File: src/design/iep_pkg.sv
// Package for the interrupt enable and priority register slice.
// Assumes a 32-bit APB master and one 100 MHz clock domain.
package iep_pkg;

  // ----------------------------------------------------------------
  // Register byte offsets
  // ----------------------------------------------------------------
  localparam logic [7:0] IEP_OFF_WAKE_EN  = 8'h00;
  localparam logic [7:0] IEP_OFF_CELL_EN  = 8'h04;
  localparam logic [7:0] IEP_OFF_PRIO0    = 8'h08;
  localparam int         IEP_ADDR_W       = 8;
  localparam int         IEP_REG_W        = 16;

  // ----------------------------------------------------------------
  // Field layout and reset values
  // ----------------------------------------------------------------
  localparam int         IEP_WAKE_BIT     = 0;
  localparam int         IEP_CELL1_BIT    = 0;
  localparam int         IEP_CELL2_BIT    = 1;
  localparam int         IEP_PRIO_W       = 3;
  localparam int         IEP_PRIO_N       = 4;
  localparam int         IEP_PRIO_STRIDE  = 4;
  localparam logic [2:0] IEP_PRIO_RST     = 3'h4;
  localparam logic [15:0] IEP_WAKE_MASK   = 16'h0001;
  localparam logic [15:0] IEP_CELL_MASK   = 16'h0003;
  localparam logic [15:0] IEP_PRIO_MASK   = 16'h7777;

  // Priority fields, field 0 is external interrupt 0 in the low bits.
  typedef struct packed {
    logic [2:0] timer_one_priority;
    logic [2:0] capcomp_two_priority;
    logic [2:0] capcomp_one_priority;
    logic [2:0] ext_irq_zero_priority;
  } iep_prio_t;

  // Raw interrupt requests entering the gate.
  typedef struct packed {
    logic low_power_wake;
    logic logic_cell_two;
    logic logic_cell_one;
  } iep_req_t;

endpackage : iep_pkg

File: src/design/iep_prio_field.sv
// One 3-bit priority field held in flip-flops.
// Assumes the caller supplies a one-cycle write strobe.
module iep_prio_field
  import iep_pkg::*;
(
  // Clock and reset
  input  wire logic       i_clk,
  input  wire logic       i_rst_b,
  // Write port
  input  wire logic       i_we,
  input  wire logic [2:0] i_wdata,
  // Stored value
  output logic      [2:0] o_value
);

  logic [2:0] value_r;
  logic [2:0] value_nxt;

  // Next value follows the write strobe.
  always_comb
  begin
    value_nxt = i_we ? i_wdata : value_r;
  end

  // Field comes out of reset with only its top bit set.
  always_ff @(posedge i_clk or negedge i_rst_b)
  begin
    if (!i_rst_b)
      value_r <= IEP_PRIO_RST; // RULE7
    else
      value_r <= value_nxt;
  end

  assign o_value = value_r;

endmodule // iep_prio_field

File: src/design/iep_regs.sv
// APB register slice: two interrupt enable registers and priority bank zero.
// Assumes an APB master on i_clk; registers answer with no wait states.
// Operation
// (RULE1) Wake enable bit 0 gates the low-power wake request; resets to 0.
// (RULE2) Wake enable bits 15 to 1 read as zero.
// (RULE3) Logic cell enable bit 1 gates cell two request; resets to 0.
// (RULE4) Logic cell enable bit 0 gates cell one request; resets to 0.
// (RULE5) Logic cell enable bits 15 to 2 read as zero.
// (RULE6) Priority bank zero holds four 3-bit fields; bits 15,11,7,3 read zero.
// (RULE7) Every priority field resets to binary 100.
// (RULE8) Writes to unimplemented bits are dropped and change nothing.
//
// Chosen here: the address map and the APB interface to the registers.
module iep_regs
  import iep_pkg::*;
(
  // Clock and reset
  input  wire logic                  i_clk,
  input  wire logic                  i_rst_b,
  // APB slave
  input  wire logic                  i_psel,
  input  wire logic                  i_penable,
  input  wire logic                  i_pwrite,
  input  wire logic [IEP_ADDR_W-1:0] i_paddr,
  input  wire logic [31:0]           i_pwdata,
  input  wire logic [3:0]            i_pstrb,
  output logic      [31:0]           o_prdata,
  output logic                       o_pready,
  output logic                       o_pslverr,
  // Interrupt requests and gated results
  input  wire iep_req_t              i_req,
  output iep_req_t                   o_req_gated,
  output iep_prio_t                  o_prio
);

  // ----------------------------------------------------------------
  // Address decode
  // ----------------------------------------------------------------

  // Decoding is used by both the write and read paths.
  function automatic logic [2:0] iep_decode(input logic [IEP_ADDR_W-1:0] a);
    iep_decode = {a == IEP_OFF_PRIO0, a == IEP_OFF_CELL_EN, a == IEP_OFF_WAKE_EN};
  endfunction

  logic [2:0]  sel;
  logic        wr_acc;
  logic        rd_acc;
  logic [15:0] wdata16;
  logic        lane_lo;
  logic        lane_hi;

  // Writes act only in the access phase; lane strobes gate each byte.
  always_comb
  begin
    sel     = iep_decode(i_paddr);
    wr_acc  = i_psel && i_penable && i_pwrite;
    rd_acc  = i_psel && !i_pwrite;
    lane_lo = i_pstrb[0];
    lane_hi = i_pstrb[1];
    wdata16 = i_pwdata[15:0];
  end

  // ----------------------------------------------------------------
  // Enable registers
  // ----------------------------------------------------------------
  logic [15:0] wake_irq_enable_r;
  logic [15:0] wake_irq_enable_nxt;
  logic [15:0] logic_cell_irq_enable_r;
  logic [15:0] logic_cell_irq_enable_nxt;

  // Only implemented bits are stored, so stray writes cannot stick.
  always_comb
  begin
    wake_irq_enable_nxt       = wake_irq_enable_r;
    logic_cell_irq_enable_nxt = logic_cell_irq_enable_r;
    if (wr_acc && sel[0] && lane_lo)
      wake_irq_enable_nxt = wdata16 & IEP_WAKE_MASK; // RULE8
    if (wr_acc && sel[1] && lane_lo)
      logic_cell_irq_enable_nxt = wdata16 & IEP_CELL_MASK; // RULE8
  end

  // Enables come out of reset blocked.
  always_ff @(posedge i_clk or negedge i_rst_b)
  begin
    if (!i_rst_b)
    begin
      wake_irq_enable_r       <= 16'h0000; // RULE1
      logic_cell_irq_enable_r <= 16'h0000; // RULE3
    end
    else
    begin
      wake_irq_enable_r       <= wake_irq_enable_nxt;
      logic_cell_irq_enable_r <= logic_cell_irq_enable_nxt;
    end
  end

  // ----------------------------------------------------------------
  // Priority fields
  // ----------------------------------------------------------------
  logic [IEP_PRIO_N*IEP_PRIO_W-1:0] prio_flat;

  // Each field needs its lane; fields 0,1 sit in byte 0 and 2,3 in byte 1.
  genvar g;
  generate
    for (g = 0; g < IEP_PRIO_N; g++)
    begin : g_prio
      logic we;
      assign we = wr_acc && sel[2] && ((g < 2) ? lane_lo : lane_hi);
      iep_prio_field u_field
      (
        .i_clk   (i_clk),
        .i_rst_b (i_rst_b),
        .i_we    (we),
        .i_wdata (wdata16[g*IEP_PRIO_STRIDE +: IEP_PRIO_W]), // RULE6
        .o_value (prio_flat[g*IEP_PRIO_W +: IEP_PRIO_W])
      );
    end
  endgenerate

  assign o_prio = prio_flat;

  // Packed priority image with the gap bits at zero.
  logic [15:0] prio_image;
  always_comb
  begin
    prio_image = {1'b0, o_prio.timer_one_priority,
                  1'b0, o_prio.capcomp_two_priority,
                  1'b0, o_prio.capcomp_one_priority,
                  1'b0, o_prio.ext_irq_zero_priority}; // RULE6
  end

  // ----------------------------------------------------------------
  // Read path
  // ----------------------------------------------------------------
  logic [31:0] prdata_r;
  logic [31:0] prdata_nxt;

  // Read data is registered in the setup cycle so it is stable in access.
  always_comb
  begin
    prdata_nxt = prdata_r;
    if (rd_acc && !i_penable)
    begin
      case (sel)
        3'h1:    prdata_nxt = {16'h0000, wake_irq_enable_r & IEP_WAKE_MASK}; // RULE2
        3'h2:    prdata_nxt = {16'h0000, logic_cell_irq_enable_r & IEP_CELL_MASK}; // RULE5
        3'h4:    prdata_nxt = {16'h0000, prio_image & IEP_PRIO_MASK};
        default: prdata_nxt = 32'h0000_0000;
      endcase
    end
  end

  // Read data register.
  always_ff @(posedge i_clk or negedge i_rst_b)
  begin
    if (!i_rst_b)
      prdata_r <= 32'h0000_0000;
    else
      prdata_r <= prdata_nxt;
  end

  assign o_prdata  = prdata_r;
  assign o_pready  = 1'b1;
  // Unmapped addresses answer with an error and change nothing.
  assign o_pslverr = i_psel && i_penable && (sel == 3'h0);

  // ----------------------------------------------------------------
  // Request gating
  // ----------------------------------------------------------------
  // Gating is a plain AND so a request is seen the cycle its enable is set.
  always_comb
  begin
    o_req_gated.low_power_wake =
      i_req.low_power_wake & wake_irq_enable_r[IEP_WAKE_BIT]; // RULE1
    o_req_gated.logic_cell_two =
      i_req.logic_cell_two & logic_cell_irq_enable_r[IEP_CELL2_BIT]; // RULE3
    o_req_gated.logic_cell_one =
      i_req.logic_cell_one & logic_cell_irq_enable_r[IEP_CELL1_BIT]; // RULE4
  end
endmodule // iep_regs

File: config.mk
export PLATFORM = sky130hd
export DESIGN_NAME = iep_regs
export DESIGN_NICKNAME = d
export VERILOG_FILES = /design/src/design/iep_pkg.sv /design/src/design/iep_prio_field.sv /design/src/design/iep_regs.sv
export SDC_FILE = /design/constraint.sdc
export NUM_CORES = 1
export LEC_CHECK = 0
export ABC_AREA = 1
export BUFFER_PORTS_ARGS = -buffer_cell sky130_fd_sc_hd__buf_2
export CAP_MARGIN = 20
export CORE_UTILIZATION = 37
export DETAILED_ROUTE_END_ITERATION = 12
export GPL_TIMING_DRIVEN = 0
export PLACE_DENSITY = 0.76
export SYNTH_ARGS = -nofsm -noshare
export SYNTH_HDL_FRONTEND = slang
export SYNTH_SLANG_ARGS = --single-unit
File: constraint.sdc
create_clock -name i_clk -period 0.85 [get_ports i_clk]
set_clock_uncertainty 0.1 [all_clocks]
set_input_delay 0.085 -clock i_clk [delete_from_list [all_inputs] [get_ports i_clk]]
set_output_delay 0.085 -clock i_clk [all_outputs]
set_load 0.02 [all_outputs]
==> impl_metrics.xml <==
<?xml version="1.0" encoding="UTF-8"?>
<metrics>
  <group name="finish">
    <metric name="finish.net_count" unit="">360</metric>
    <metric name="n_antenna_cell" unit="">0</metric>
    <metric name="sequential_cell_area" unit="µm²">683</metric>
    <metric name="syn_to_final_growth" unit="%">93.1</metric>
    <metric name="final_core_utilization" unit="">0.760</metric>
    <metric name="finish.instance_area" unit="µm²">2840</metric>
    <metric name="fillerInstances" unit="">232</metric>
    <metric name="fin_cells" unit="">355</metric>
    <metric name="post_route_cells_drive_above_1_share" unit="">0.573</metric>
    <metric name="multi_input_area" unit="µm²">810</metric>
  </group>
  <group name="critical_path">
    <metric name="timing.critical_path.fanout_max" unit="">2</metric>
    <metric name="crit_path_end_kind" unit="">output pin</metric>
    <metric name="cpLargestDelayFamily" unit="">flip-flops</metric>
    <metric name="critPathArrivalTime" unit="ns">0.97</metric>
    <metric name="worst_setup_path_type" unit="">reg2out</metric>
    <metric name="critPathSlowestCell" unit="">sky130_fd_sc_hd__dfstp_2</metric>
    <metric name="critical_path_buf_inv_count" unit="">1</metric>
    <metric name="critical-path-max-stage-delay" unit="ns">0.56</metric>
    <metric name="critPathLaunchType" unit="">flop</metric>
    <metric name="critical_path_required" unit="ns">0.66</metric>
    <metric name="cell_by_cell_listing_of_the_critical_path" unit="">buf_6</metric>
  </group>
  <group name="global_routing">
    <metric name="first_global_vias" unit="">1516</metric>
    <metric name="grt_antenna_before_repair" unit="">0</metric>
    <metric name="track_usage" unit="">0.222</metric>
    <metric name="grt_max_degree" unit="">28</metric>
    <metric name="remaining_overflow_grt" unit="">0</metric>
    <metric name="grt_first_pass_wirelength" unit="µm">7020</metric>
  </group>
  <group name="sta">
    <metric name="sum_of_negative_setup_slack" unit="ns">-7.98</metric>
    <metric name="worst_margin_pin_slew" unit="ns">0.630</metric>
    <metric name="maxSlewViolCount" unit="">0</metric>
    <metric name="timing.final.hold_violations" unit="">23</metric>
    <metric name="slew_headroom" unit="">0.580</metric>
    <metric name="fin_crit" unit="ns">1.16</metric>
    <metric name="worst_hold_slack" unit="ns">-0.286</metric>
    <metric name="period_share" unit="">1.36</metric>
    <metric name="rsz_0062_raised_after_global_routing" unit="">yes</metric>
    <metric name="minimum_setup_slack_in_the_final_design" unit="ns">-0.306</metric>
    <metric name="max_freq" unit="MHz">865</metric>
    <metric name="finish_stage_setup_viols" unit="">54</metric>
  </group>
  <group name="logic_synthesis">
    <metric name="ys_seq_elements" unit="">27</metric>
    <metric name="yosys_warnings" unit="">0</metric>
    <metric name="ys_dominant_reg_cell" unit="">sky130_fd_sc_hd__dfrtp_1</metric>
    <metric name="post_synth.cell_area_avg" unit="µm²">8.14</metric>
    <metric name="share_of_synthesized_registers_carrying_an_async_set_or_reset" unit="">1.00</metric>
    <metric name="synth.top_cell.area_share" unit="">0.391</metric>
    <metric name="synth.area.top_cells" unit="">sky130_fd_sc_hd__dfrtp_1, sky130_fd_sc_hd__nand2_1, sky130_fd_sc_hd__buf_4</metric>
    <metric name="synth_edf_count" unit="">0</metric>
    <metric name="synthTopCellsByCount" unit="">sky130_fd_sc_hd__nand2_1, sky130_fd_sc_hd__dfrtp_1, sky130_fd_sc_hd__buf_4</metric>
    <metric name="number_of_distinct_library_cells_after_synthesis" unit="">22</metric>
    <metric name="post_synthesis_cell_count" unit="">181</metric>
    <metric name="post_synth_instance_area" unit="µm²">1470</metric>
    <metric name="synth.largest_area_cell" unit="">sky130_fd_sc_hd__dfrtp_1</metric>
    <metric name="yosysSeqAreaShare" unit="">0.462</metric>
    <metric name="yosys.cell_count.top_type" unit="">sky130_fd_sc_hd__nand2_1</metric>
  </group>
  <group name="run_status">
    <metric name="violated_checks" unit="">hold timing, setup timing</metric>
    <metric name="status" unit="">finished with violations</metric>
  </group>
  <group name="detailed_routing">
    <metric name="count_of_routing_violations_after_the_opening_detailed_route_iteration" unit="">46</metric>
    <metric name="drt_wl_total" unit="µm">5320</metric>
    <metric name="drc" unit="">0</metric>
    <metric name="route.detailed.wl_per_inst" unit="µm">15.0</metric>
    <metric name="vias_per_cell" unit="">4.67</metric>
    <metric name="dr_total_vias" unit="">1657</metric>
    <metric name="drtAntennaViolNets" unit="">0</metric>
    <metric name="drt_pre_antenna_iters" unit="">4</metric>
  </group>
  <group name="place">
    <metric name="placed_cell_area" unit="µm²">1920</metric>
    <metric name="place.gp.congestion" unit="">0.785</metric>
    <metric name="place.detailed.instances" unit="">305</metric>
    <metric name="place_hpwl" unit="µm">2400</metric>
    <metric name="portBuffers" unit="">57</metric>
    <metric name="dp_worst_setup_slack" unit="ns">-0.393</metric>
  </group>
  <group name="clock_tree">
    <metric name="cts-root-to-sink-buffers" unit="">2</metric>
    <metric name="ctsHtreeMaxLevel" unit="">1</metric>
    <metric name="clk-insertion-delay-late" unit="ns">0.28</metric>
    <metric name="cts_tree" unit="">yes</metric>
    <metric name="cts_hold_buffers_added" unit="">12</metric>
    <metric name="cts.sink_count" unit="">27</metric>
    <metric name="root_buffer" unit="">sky130_fd_sc_hd__clkbuf_8</metric>
    <metric name="clk_pin_slew" unit="ns">0.09</metric>
    <metric name="cts_made_buffers" unit="">3</metric>
  </group>
  <group name="flow_run">
    <metric name="cap_violations" unit="">0</metric>
  </group>
  <group name="power_and_ir_drop">
    <metric name="static-leakage-power" unit="nW">1.57</metric>
    <metric name="power_switching" unit="W">0.000709</metric>
    <metric name="netSwitchingFraction" unit="">0.275</metric>
    <metric name="pwr-share-seq" unit="">0.503</metric>
    <metric name="power.share.clock" unit="">0.291</metric>
    <metric name="power-per-cell-area" unit="nW/µm²">908</metric>
    <metric name="internal_power" unit="W">0.00187</metric>
    <metric name="p_comb_frac" unit="">0.206</metric>
    <metric name="max-vdd-ir-drop" unit="mV">0.675</metric>
  </group>
  <group name="floorplanning">
    <metric name="boundaryPins" unit="">101</metric>
    <metric name="floorplan.die_area" unit="µm²">4240</metric>
    <metric name="die-height" unit="µm">65.1</metric>
    <metric name="num_rows" unit="">22</metric>
    <metric name="initial_utilization" unit="">0.393</metric>
    <metric name="core-area" unit="µm²">3740</metric>
    <metric name="die_w" unit="µm">65.1</metric>
  </group>
  <group name="hold_path">
    <metric name="min_path_type" unit="">in2async</metric>
  </group>
</metrics>
-- per-stage QoR --
stage | hold WS (ns) | total power (W)
final | -0.286 | 0.00258
after global placement | 0.0207 | 0.00169
after floorplan | -0.311 | 0.00157
after global routing | -0.249 | 0.00266
after detailed placement | 0.0173 | 0.00169
after CTS | -0.280 | 0.00250
-- cell type report --
cell class,instances,share of cell area
timing repair buffer,104,0.344
multi-input combinational,126,0.285
inverter,22,0.0290
sequential,27,0.240
clock buffer,4,0.0158
buffer,24,0.0651
tap,48,0.0211
-- state kept, by name, indices dropped and copies added, names as in the netlist --
name,count
logic_cell_irq_enable_r,2
g_prio.u_field.o_value,12
wake_irq_enable_r,1
o_prdata,12
-- layout by cell type (no fill, tap or decap) --
| cell | count |
|---|---|
| sky130_fd_sc_hd__clkbuf_8 | 3 |
| sky130_fd_sc_hd__o21ai_2 | 6 |
| sky130_fd_sc_hd__o211ai_1 | 1 |
| sky130_fd_sc_hd__nand3b_4 | 1 |
| sky130_fd_sc_hd__buf_4 | 37 |
| sky130_fd_sc_hd__dfrtp_2 | 2 |
| sky130_fd_sc_hd__nand2_1 | 45 |
| sky130_fd_sc_hd__clkbuf_4 | 1 |
| sky130_fd_sc_hd__buf_16 | 1 |
| sky130_fd_sc_hd__o21ai_4 | 1 |
| sky130_fd_sc_hd__buf_8 | 2 |
| sky130_fd_sc_hd__conb_1 | 21 |
| sky130_fd_sc_hd__nand3_1 | 6 |
| sky130_fd_sc_hd__buf_6 | 52 |
| sky130_fd_sc_hd__buf_2 | 22 |
| sky130_fd_sc_hd__dlygate4sd3_1 | 12 |
| sky130_fd_sc_hd__nor3_4 | 1 |
| sky130_fd_sc_hd__inv_2 | 5 |
| sky130_fd_sc_hd__nand2_8 | 1 |
| sky130_fd_sc_hd__nand2_4 | 4 |
| sky130_fd_sc_hd__dfstp_2 | 4 |
| sky130_fd_sc_hd__nand2_2 | 10 |
| sky130_fd_sc_hd__inv_1 | 17 |
| sky130_fd_sc_hd__dfrtp_1 | 21 |
| sky130_fd_sc_hd__nor2_8 | 1 |
| sky130_fd_sc_hd__nor2_1 | 3 |
| sky130_fd_sc_hd__nor2_4 | 6 |
| sky130_fd_sc_hd__clkbuf_1 | 1 |
| sky130_fd_sc_hd__nand3_4 | 3 |
| sky130_fd_sc_hd__nand3_2 | 12 |
| sky130_fd_sc_hd__clkbuf_2 | 1 |
| sky130_fd_sc_hd__o21ai_1 | 4 |
-- final timing paths --
kind	cells past startpoint	slack (ns)	startpoint	end
max	1	-0.31	g_prio[1].u_field.o_value[2]	o_prio[5]
max reg2reg	4	-0.23	g_prio[1].u_field.o_value[2]	o_prdata[6]
max in group asynchronous	1	0.49	i_rst_b	g_prio[0].u_field.o_value[0]
min	1	-0.29	i_rst_b	o_prdata[12]
min reg2reg	2	0.42	o_prdata[6]	o_prdata[6]
min in group i_clk	5	0.09	i_pwrite	o_prdata[14]
-- power groups by stage --
stage / sequential, W / combinational (W) / clock (W)
after global placement: 0.00132 / 0.000368 / 0
after global routing: 0.00130 / 0.000564 / 0.000802
final: 0.00130 / 0.000532 / 0.000752
after detailed placement: 0.00132 / 0.000372 / 0
after CTS: 0.00130 / 0.000474 / 0.000731
after floorplan: 0.00133 / 0.000239 / 0
-- metal layers --
| metal | up-vias | global-route usage | wire (µm) |
|---|---|---|---|
| li1 | 766 | - | - |
| met1 | 774 | 0.246 | 1910 |
| met2 | 93 | 0.404 | 2830 |
| met3 | 24 | 0.0278 | 303 |
| met4 | 0 | 0.128 | 272 |
| met5 | - | 0 | 0 |
-- timing repair --
action | 4_1_cts | 5_1_grt
gates cloned | 1 | 0
endpoints found under the hold margin | 38 | 23
pin swaps | 12 | 24
endpoints found under the setup margin | 49 | 55
setup buffers | 28 | 10
resized for setup | 90 | 47
-- logic make-up (layout without fill, tap and decap cells) --
family | after synthesis | after routing | synth area share
AO/OA/AOI/OAI | 12 | 12 | 0.0578
buffers and inverters | 47 | 154 | 0.182
AND/OR/NAND/NOR | 93 | 93 | 0.293
flip-flops | 27 | 27 | 0.462
other | 2 | 21 | 0.00510
(Power assumes the default switching activity.)
